`config.mk`:
```
export PLATFORM = sky130hd
export DESIGN_NAME = liu_port_loop_config_regs
export DESIGN_NICKNAME = d
export VERILOG_FILES = /design/src/liu_port_loop_config_pkg.sv /design/src/liu_port_loop_config_regs.sv
export SDC_FILE = /design/constraint.sdc
export NUM_CORES = 1
export LEC_CHECK = 0
export ABC_CLOCK_PERIOD_IN_PS = 2900
export BUFFER_PORTS_ARGS = -buffer_cell sky130_fd_sc_hd__buf_2
export CORE_MARGIN = 2
export CORE_UTILIZATION = 48
export DETAILED_ROUTE_END_ITERATION = 6
export HOLD_SLACK_MARGIN = 0.06
export PLACE_DENSITY_LB_ADDON = 0.08
export SKIP_LAST_GASP = 1
export SYNTH_ARGS = -nofsm -noshare
export SYNTH_HDL_FRONTEND = slang
export SYNTH_SLANG_ARGS = --single-unit
```
`constraint.sdc`:
```
create_clock -name i_clk -period 2.9 [get_ports i_clk]
set_input_delay 0.58 -clock i_clk [delete_from_list [all_inputs] [get_ports i_clk]]
set_output_delay 0.58 -clock i_clk [all_outputs]
set_load 0.01 [all_outputs]
```
`src/liu_port_loop_config_pkg.sv`:
```
// Register map, field layout, reset values and timing constants of the port and loop register bank
package liu_port_loop_config_pkg;

	// ======================================================================
	// Register indices (byte address is four times the index)
	localparam logic [7:0] IDX_RCLK_ROUTE_67 = 8'hd5;
	localparam logic [7:0] IDX_RCLK_ROUTE_8  = 8'hd6;
	localparam logic [7:0] IDX_LOOP_DET_TIME = 8'hd7;
	localparam logic [7:0] IDX_REMOTE_AUTO   = 8'hd9;
	localparam logic [7:0] IDX_LOOP_IRQ_MASK = 8'hde;
	localparam logic [7:0] IDX_CLK_IRQ_MASK  = 8'hdf;
	localparam logic [7:0] IDX_RAIL_MODE     = 8'he0;
	localparam logic [7:0] IDX_CLK_IRQ_STAT  = 8'he1;
	localparam logic [7:0] IDX_LOOP_IRQ_STAT = 8'he2;

	// ======================================================================
	// Reset values
	localparam logic [7:0] RST_RCLK_ROUTE_67 = 8'h65;
	localparam logic [7:0] RST_RCLK_ROUTE_8  = 8'h07;
	localparam logic [7:0] RST_LOOP_DET_TIME = 8'h00;
	localparam logic [7:0] RST_REMOTE_AUTO   = 8'h00;
	localparam logic [7:0] RST_LOOP_IRQ_MASK = 8'h00;
	localparam logic [7:0] RST_CLK_IRQ_MASK  = 8'h00;
	localparam logic [7:0] RST_RAIL_MODE     = 8'h00;

	// ======================================================================
	// Writable bits of each register
	localparam logic [7:0] WM_RCLK_ROUTE_67 = 8'h77;
	localparam logic [7:0] WM_RCLK_ROUTE_8  = 8'h07;
	localparam logic [7:0] WM_LOOP_DET_TIME = 8'h30;
	localparam logic [7:0] WM_REMOTE_AUTO   = 8'h01;
	localparam logic [7:0] WM_LOOP_IRQ      = 8'h03;
	localparam logic [7:0] WM_CLK_IRQ       = 8'h18;
	localparam logic [7:0] WM_RAIL_MODE     = 8'h03;

	// ======================================================================
	// Field positions
	localparam int OUT7_SEL_LSB  = 4;
	localparam int OUT6_SEL_LSB  = 0;
	localparam int OUT8_SEL_LSB  = 0;
	localparam int DET_TIME_LSB  = 4;
	localparam int LINE_AUTO_BIT = 0;
	localparam int LOOP_UP_BIT   = 1;
	localparam int LOOP_DOWN_BIT = 0;
	localparam int TX_SW1_BIT    = 4;
	localparam int TX_SW0_BIT    = 3;
	localparam int RX_DUAL_BIT   = 1;
	localparam int TX_DUAL_BIT   = 0;

	// ======================================================================
	// Loop detection time selections and thresholds
	localparam logic [1:0] DET_16_PATTERNS = 2'h0;
	localparam logic [1:0] DET_32_PATTERNS = 2'h1;
	localparam logic [1:0] DET_4_SECONDS   = 2'h2;
	localparam logic [1:0] DET_5_SECONDS   = 2'h3;
	localparam logic [31:0] PATTERNS_SHORT = 32'h0000_0010;
	localparam logic [31:0] PATTERNS_LONG  = 32'h0000_0020;
	localparam longint CLK_HZ         = 100_000_000;
	localparam longint DET_SHORT_SEC  = 4;
	localparam longint DET_LONG_SEC   = 5;
	localparam longint DET_SHORT_CYC  = DET_SHORT_SEC * CLK_HZ;
	localparam longint DET_LONG_CYC   = DET_LONG_SEC * CLK_HZ;

endpackage

```
`src/liu_port_loop_config_regs.sv`:
```
// Port routing, loop detection and interrupt register bank with Avalon-MM slave
//
// Overview of operation
// - Bits 6:4 route channel n+1 to output 7
// - Bits 2:0 route channel n+1 to output 6
// - Second route register bits 2:0 feed output 8
// - Time code 00 needs 16 consecutive patterns
// - Time code 01 needs 32 consecutive patterns
// - Time code 10 needs four seconds valid
// - Time code 11 needs five seconds valid
// - Line auto switch moves remote loop, unless local
// - Loop code interrupt only when unmasked
// - Mask bits 4,3 gate clock switch events
// - Bit 1 selects receive dual rail
// - Bit 0 selects transmit dual rail
//
// Our own choice: the Avalon-MM slave port.
`timescale 1ns/1ns
module liu_port_loop_config_regs #(
	parameter longint DET_SHORT_CYCLES = liu_port_loop_config_pkg::DET_SHORT_CYC,
	parameter longint DET_LONG_CYCLES  = liu_port_loop_config_pkg::DET_LONG_CYC
) (
	// Clock and reset
	input  wire logic        i_clk,
	input  wire logic        i_rst_b,
	// Avalon-MM slave
	input  wire logic [9:0]  i_address,
	input  wire logic        i_read,
	input  wire logic        i_write,
	input  wire logic [3:0]  i_byteenable,
	input  wire logic [31:0] i_writedata,
	output logic      [31:0] o_readdata,
	output logic             o_waitrequest,
	// Channel recovered clocks and routed outputs
	input  wire logic [7:0]  i_chan_rclk,
	output logic             o_recovered_clock_out_6,
	output logic             o_recovered_clock_out_7,
	output logic             o_recovered_clock_out_8,
	// In-band loop code detector
	input  wire logic        i_loop_pattern_valid,
	input  wire logic        i_loop_pattern_tick,
	input  wire logic        i_loop_code_is_up,
	input  wire logic        i_local_loop_enable,
	output logic             o_remote_loop,
	// Transmit clock source switch events
	input  wire logic [1:0]  i_tx_clock_switch_event,
	// Framer rail modes and interrupt
	output logic             o_rx_framer_dual_rail,
	output logic             o_tx_framer_dual_rail,
	output logic             o_irq
);

	// ======================================================================
	// State
	typedef struct packed {
		logic        wait_q;
		logic [7:0]  rdata;
		logic [7:0]  route_67;
		logic [7:0]  route_8;
		logic [7:0]  det_time;
		logic [7:0]  auto_sw;
		logic [7:0]  loop_mask;
		logic [7:0]  clk_mask;
		logic [7:0]  rail;
		logic [7:0]  clk_stat;
		logic [7:0]  loop_stat;
		logic [2:0]  rclk;
		logic        remote;
		logic        irq;
		logic [31:0] cnt;
		logic        det;
		logic        code_up;
	} state_t;

	state_t st_q;
	state_t st_d;

	// ======================================================================
	// Helpers
	function automatic logic pick(input logic [7:0] clks, input logic [2:0] sel);
		pick = clks[sel];
	endfunction

	function automatic logic hit(input logic [9:0] addr, input logic [7:0] idx);
		hit = (addr[1:0] == 2'h0) && (addr[9:2] == idx);
	endfunction

	function automatic logic [7:0] merge(input logic [7:0] old, input logic [7:0] wd,
			input logic [7:0] wm);
		merge = (old & ~wm) | (wd & wm);
	endfunction

	logic        req;
	logic        accept;
	logic        wr_en;
	logic [7:0]  wd;
	logic [1:0]  mode;
	logic [31:0] thresh;
	logic        step;
	logic        fire;
	logic [7:0]  rd_val;

	assign req    = i_read || i_write;
	assign accept = req && !st_q.wait_q;
	assign wr_en  = accept && i_write && i_byteenable[0];
	assign wd     = i_writedata[7:0];
	assign mode   = st_q.det_time[liu_port_loop_config_pkg::DET_TIME_LSB +: 2];

	// ======================================================================
	// Loop detection threshold
	always_comb begin
		case (mode)
			liu_port_loop_config_pkg::DET_16_PATTERNS: begin
				thresh = liu_port_loop_config_pkg::PATTERNS_SHORT;
			end
			liu_port_loop_config_pkg::DET_32_PATTERNS: begin
				thresh = liu_port_loop_config_pkg::PATTERNS_LONG;
			end
			liu_port_loop_config_pkg::DET_4_SECONDS: begin
				thresh = 32'(DET_SHORT_CYCLES);
			end
			default: begin
				thresh = 32'(DET_LONG_CYCLES);
			end
		endcase
	end

	// Pattern modes count patterns, time modes count cycles of continuous validity
	assign step = i_loop_pattern_valid && (mode[1] || i_loop_pattern_tick);
	assign fire = step && !st_q.det && (st_q.code_up == i_loop_code_is_up)
		&& (st_q.cnt == thresh - 32'h1);

	// ======================================================================
	// Read mux
	always_comb begin
		rd_val = 8'h00;
		if (hit(i_address, liu_port_loop_config_pkg::IDX_RCLK_ROUTE_67)) begin
			rd_val = st_q.route_67;
		end else if (hit(i_address, liu_port_loop_config_pkg::IDX_RCLK_ROUTE_8)) begin
			rd_val = st_q.route_8;
		end else if (hit(i_address, liu_port_loop_config_pkg::IDX_LOOP_DET_TIME)) begin
			rd_val = st_q.det_time;
		end else if (hit(i_address, liu_port_loop_config_pkg::IDX_REMOTE_AUTO)) begin
			rd_val = st_q.auto_sw;
		end else if (hit(i_address, liu_port_loop_config_pkg::IDX_LOOP_IRQ_MASK)) begin
			rd_val = st_q.loop_mask;
		end else if (hit(i_address, liu_port_loop_config_pkg::IDX_CLK_IRQ_MASK)) begin
			rd_val = st_q.clk_mask;
		end else if (hit(i_address, liu_port_loop_config_pkg::IDX_RAIL_MODE)) begin
			rd_val = st_q.rail;
		end else if (hit(i_address, liu_port_loop_config_pkg::IDX_CLK_IRQ_STAT)) begin
			rd_val = st_q.clk_stat;
		end else if (hit(i_address, liu_port_loop_config_pkg::IDX_LOOP_IRQ_STAT)) begin
			rd_val = st_q.loop_stat;
		end
	end

	// ======================================================================
	// Next state
	always_comb begin
		st_d = st_q;
		// One wait cycle per access so that read data come from a flop
		st_d.wait_q = !(req && st_q.wait_q);
		if (req && st_q.wait_q && i_read) begin
			st_d.rdata = rd_val;
		end
		// Writes mask off reserved bits
		if (wr_en) begin
			if (hit(i_address, liu_port_loop_config_pkg::IDX_RCLK_ROUTE_67)) begin
				st_d.route_67 = merge(st_q.route_67, wd,
					liu_port_loop_config_pkg::WM_RCLK_ROUTE_67);
			end
			if (hit(i_address, liu_port_loop_config_pkg::IDX_RCLK_ROUTE_8)) begin
				st_d.route_8 = merge(st_q.route_8, wd, liu_port_loop_config_pkg::WM_RCLK_ROUTE_8);
			end
			if (hit(i_address, liu_port_loop_config_pkg::IDX_LOOP_DET_TIME)) begin
				st_d.det_time = merge(st_q.det_time, wd,
					liu_port_loop_config_pkg::WM_LOOP_DET_TIME);
			end
			if (hit(i_address, liu_port_loop_config_pkg::IDX_REMOTE_AUTO)) begin
				st_d.auto_sw = merge(st_q.auto_sw, wd, liu_port_loop_config_pkg::WM_REMOTE_AUTO);
			end
			if (hit(i_address, liu_port_loop_config_pkg::IDX_LOOP_IRQ_MASK)) begin
				st_d.loop_mask = merge(st_q.loop_mask, wd, liu_port_loop_config_pkg::WM_LOOP_IRQ);
			end
			if (hit(i_address, liu_port_loop_config_pkg::IDX_CLK_IRQ_MASK)) begin
				st_d.clk_mask = merge(st_q.clk_mask, wd, liu_port_loop_config_pkg::WM_CLK_IRQ);
			end
			if (hit(i_address, liu_port_loop_config_pkg::IDX_RAIL_MODE)) begin
				st_d.rail = merge(st_q.rail, wd, liu_port_loop_config_pkg::WM_RAIL_MODE);
			end
			if (hit(i_address, liu_port_loop_config_pkg::IDX_CLK_IRQ_STAT)) begin
				st_d.clk_stat = st_q.clk_stat & ~(wd & liu_port_loop_config_pkg::WM_CLK_IRQ);
			end
			if (hit(i_address, liu_port_loop_config_pkg::IDX_LOOP_IRQ_STAT)) begin
				st_d.loop_stat = st_q.loop_stat & ~(wd & liu_port_loop_config_pkg::WM_LOOP_IRQ);
			end
		end
		// Events set after the clear so a same-cycle event survives
		st_d.clk_stat[liu_port_loop_config_pkg::TX_SW1_BIT] =
			st_d.clk_stat[liu_port_loop_config_pkg::TX_SW1_BIT] || i_tx_clock_switch_event[1];
		st_d.clk_stat[liu_port_loop_config_pkg::TX_SW0_BIT] =
			st_d.clk_stat[liu_port_loop_config_pkg::TX_SW0_BIT] || i_tx_clock_switch_event[0];
		// Loop code run counter restarts when validity drops or the code changes
		st_d.code_up = i_loop_code_is_up;
		if (!i_loop_pattern_valid || (st_q.code_up != i_loop_code_is_up)) begin
			st_d.cnt = 32'h0;
			st_d.det = 1'b0;
		end else if (step && !st_q.det) begin
			st_d.cnt = st_q.cnt + 32'h1;
			st_d.det = fire;
		end
		if (fire) begin
			if (i_loop_code_is_up) begin
				st_d.loop_stat[liu_port_loop_config_pkg::LOOP_UP_BIT] = 1'b1;
			end else begin
				st_d.loop_stat[liu_port_loop_config_pkg::LOOP_DOWN_BIT] = 1'b1;
			end
			// Local loop has priority over line-triggered remote loop
			if (st_q.auto_sw[liu_port_loop_config_pkg::LINE_AUTO_BIT] && !i_local_loop_enable) begin
				st_d.remote = i_loop_code_is_up;
			end
		end
		// Clock routing, registered per output
		st_d.rclk[0] = pick(i_chan_rclk,
			st_q.route_67[liu_port_loop_config_pkg::OUT6_SEL_LSB +: 3]);
		st_d.rclk[1] = pick(i_chan_rclk,
			st_q.route_67[liu_port_loop_config_pkg::OUT7_SEL_LSB +: 3]);
		st_d.rclk[2] = pick(i_chan_rclk,
			st_q.route_8[liu_port_loop_config_pkg::OUT8_SEL_LSB +: 3]);
		// Interrupt, set and mask share layout; one cycle behind the status
		st_d.irq = |(st_q.loop_stat & ~st_q.loop_mask)
			|| |(st_q.clk_stat & ~st_q.clk_mask);
	end

	// ======================================================================
	// Registers
	always_ff @(posedge i_clk or negedge i_rst_b) begin
		if (!i_rst_b) begin
			st_q           <= '0;
			st_q.wait_q    <= 1'b1;
			st_q.route_67  <= liu_port_loop_config_pkg::RST_RCLK_ROUTE_67;
			st_q.route_8   <= liu_port_loop_config_pkg::RST_RCLK_ROUTE_8;
			st_q.det_time  <= liu_port_loop_config_pkg::RST_LOOP_DET_TIME;
			st_q.auto_sw   <= liu_port_loop_config_pkg::RST_REMOTE_AUTO;
			st_q.loop_mask <= liu_port_loop_config_pkg::RST_LOOP_IRQ_MASK;
			st_q.clk_mask  <= liu_port_loop_config_pkg::RST_CLK_IRQ_MASK;
			st_q.rail      <= liu_port_loop_config_pkg::RST_RAIL_MODE;
		end else begin
			st_q <= st_d;
		end
	end

	// ======================================================================
	// Outputs
	assign o_readdata              = {24'h000000, st_q.rdata};
	assign o_waitrequest           = st_q.wait_q;
	assign o_recovered_clock_out_6 = st_q.rclk[0];
	assign o_recovered_clock_out_7 = st_q.rclk[1];
	assign o_recovered_clock_out_8 = st_q.rclk[2];
	assign o_remote_loop           = st_q.remote;
	assign o_rx_framer_dual_rail   = st_q.rail[liu_port_loop_config_pkg::RX_DUAL_BIT];
	assign o_tx_framer_dual_rail   = st_q.rail[liu_port_loop_config_pkg::TX_DUAL_BIT];
	assign o_irq                   = st_q.irq;
endmodule // liu_port_loop_config_regs

```
==> flow_summary.json <==
{
  "crit_required_ns": 3.13,
  "firstDrtPassIters": 4,
  "mostFrequentLayoutCell": "dfrtp_1",
  "critical_path_class": "flop to flop",
  "cellLeakagePower_uw": 0.00195,
  "end_kind": "flop",
  "hold_class": "primary input to asynchronous set/reset pin",
  "setup_violations": 0,
  "gp_congestion": 0.883,
  "r2r_slack_ns": 0.17,
  "maxCapViolCount": 0,
  "syn_area_per_cell_um2": 9.72,
  "port-buffer-count": 51,
  "ys_ff_latch": 70,
  "wire_per_inst_um": 15.7,
  "place_inst": 561,
  "postCtsSetupBuffers": 0,
  "via_per_inst": 5.53,
  "use_met3": 0.0384,
  "area_growth_pct": 11.8,
  "cts-root-buf": "clkbuf_8",
  "clkLatencyLatePin_ns": 0.35,
  "grt_pass1_wl_um": 14800,
  "dieWidth_um": 96.2,
  "fmax_mhz": 366,
  "worst-path-buf-inv": 0,
  "syn_area_mm2": 0.00408,
  "r2r_start": "mode[1]",
  "timing.slew.headroom": 0.473,
  "rsz0062_at_grt": "no",
  "synth_ff_type": "dfrtp_1",
  "num_rows": 33,
  "grt_pass1_vias": 3053,
  "cts_tree": "done",
  "layoutNonFillerInstCount": 577,
  "overflow": 0,
  "cts_sinks": 70,
  "fillCellCount": 737,
  "antenna_found_initial": 0,
  "finalSetupTns_ns": 0,
  "layout_min_cycle_time_ns": 2.73,
  "final_cell_mix": "dfrtp_1 (62), buf_2 (51), nor2_1 (31)",
  "io_pins": 104,
  "syn_inst": 420,
  "hpwl_um": 6760,
  "cp_slowest_stage_delay_ns": 0.41,
  "critPathMaxFanout": 3,
  "grt_use_met2": 0.365,
  "synthArstFlopShare": 1.00,
  "die-height_um": 96.2,
  "num_vias": 3192,
  "finalHoldViolCount": 0,
  "top_usage_layer": "met2",
  "power_density_mw_per_mm2": 446,
  "core-area_mm2": 0.00822,
  "drive_gt1_frac": 0.244,
  "reg2reg_depth": 9,
  "slew_violations": 0,
  "ctsHoldBuffers": 0,
  "skew_ns": 0.0105,
  "dieArea_mm2": 0.00926,
  "post_cts_resized": 0,
  "grtUsageTotal": 0.210,
  "synth_cell_types": 57,
  "postPlaceCellArea_mm2": 0.00434,
  "final_cell_area_mm2": 0.00456,
  "ys_warn_count": 0,
  "htreeDepth": 3,
  "drt_iter0_markers": 105,
  "tightest_slew_ns": 0.790,
  "num_antenna_cells": 0,
  "period_share": 0.942,
  "path_cells": "or2_2, ha_1, nand2_1, ha_1, or3_1, nand2_1, o2111ai_1, nor4b_2, mux2_2",
  "gr-usage-met1": 0.259,
  "clk_pin_slew_ns": 0.09,
  "start_util": 0.497,
  "ir_drop_v": 0.000206,
  "cts_buffer_depth": 2,
  "nNetsFinal": 534,
  "cp_slowest_cell": "dfrtp_1",
  "grt_max_degree": 38,
  "synth-edff-count": 0,
  "cp_top_family": "simple AND/OR/NAND/NOR gates",
  "ys_seq_area_frac": 0.431,
  "drc_errors": 0,
  "worst_setup_path_start_kind": "flop",
  "worstPathArrival_ns": 2.96,
  "drtAntennaViolNets": 0,
  "wl_um": 9070,
  "status": "completed",
  "r2r-end": "o_remote_loop",
  "cts_made_buffers": 9
}
==> flip-flops by register name, indices dropped and copies added (netlist names) <==
signal                   flops
st_q                        52
o_readdata                   8
mode                         2
o_irq                        1
o_recovered_clock_out_6      1
o_recovered_clock_out_7      1
o_recovered_clock_out_8      1
o_remote_loop                1
o_rx_framer_dual_rail        1
o_tx_framer_dual_rail        1
o_waitrequest                1
==> synthesized netlist by cell type, drive strengths merged, types with 14 or more instances <==
cell    n  share of area
nor2   31          0.028
a21oi  16          0.020
xnor2  16          0.034
nand3  16          0.020
inv    14          0.013
mux2   20          0.055
dfrtp  62           0.38
nand2  30          0.028
buf    38          0.065
o21ai  14          0.017
==> routing by layer <==
| metal | wire [µm] | share of wire |
|---|---|---|
| met1 | 4030 | 0.44 |
| met2 | 4470 | 0.49 |
| met3 | 428 | 0.047 |
| met4 | 142 | 0.016 |
| met5 | 0 | 0 |
==> kinds of logic (layout without fill, tap and decap cells) <==
group	after synthesis	after routing	synth area share
and+or+nand+nor	169	169	0.224
DFF	70	70	0.431
AOI/OAI and AO/OA	64	64	0.103
buffers and inverters	61	90	0.0867
muxes	29	29	0.0956
xor gates and xnor gates	23	23	0.0493
adders and majority gates	3	3	0.00919
other	1	24	0.000918
==> worst max-delay path by stage <==
stage                        from  cells after the start             to
after floorplan           mode[1]                     10  o_remote_loop
after global placement    mode[1]                      9  o_remote_loop
after detailed placement  mode[1]                      9  o_remote_loop
after CTS                 mode[1]                      9  o_remote_loop
after global routing      mode[1]                      9  o_remote_loop
final                     mode[1]                      9  o_remote_loop
==> layout make-up <==
class / count / area [µm²] / share of cell area
clock buffers: 10 / 128 / 0.0280
clock inverters: 6 / 95.1 / 0.0208
inverters: 14 / 52.6 / 0.0115
multi-input cells: 312 / 2060 / 0.451
flip-flops and latches: 70 / 1760 / 0.386
well taps: 105 / 131 / 0.0288
repair buffers: 60 / 335 / 0.0735
==> through the flow <==
step            util  total power, µW  hold slack, ns  setup slack, ns
2_1_floorplan      -             1110           0.284            0.205
3_3_place_gp   0.528             1160           0.455            0.126
3_5_place_dp   0.528             1160           0.468           0.0930
4_1_cts        0.555             2050           0.330           0.0707
5_1_grt        0.556             2120           0.354           0.0927
6_report       0.556             2040           0.305            0.167
==> where the power goes <==
group          internal, µW  switching (µW)  total (µW)  leakage (µW)
Combinational          51.1            97.5         149      0.000931
Clock                   492             401         893      0.000111
Sequential              987            6.20         994      0.000911
Total                  1530             505        2040       0.00195
(Power assumes the default switching activity.)
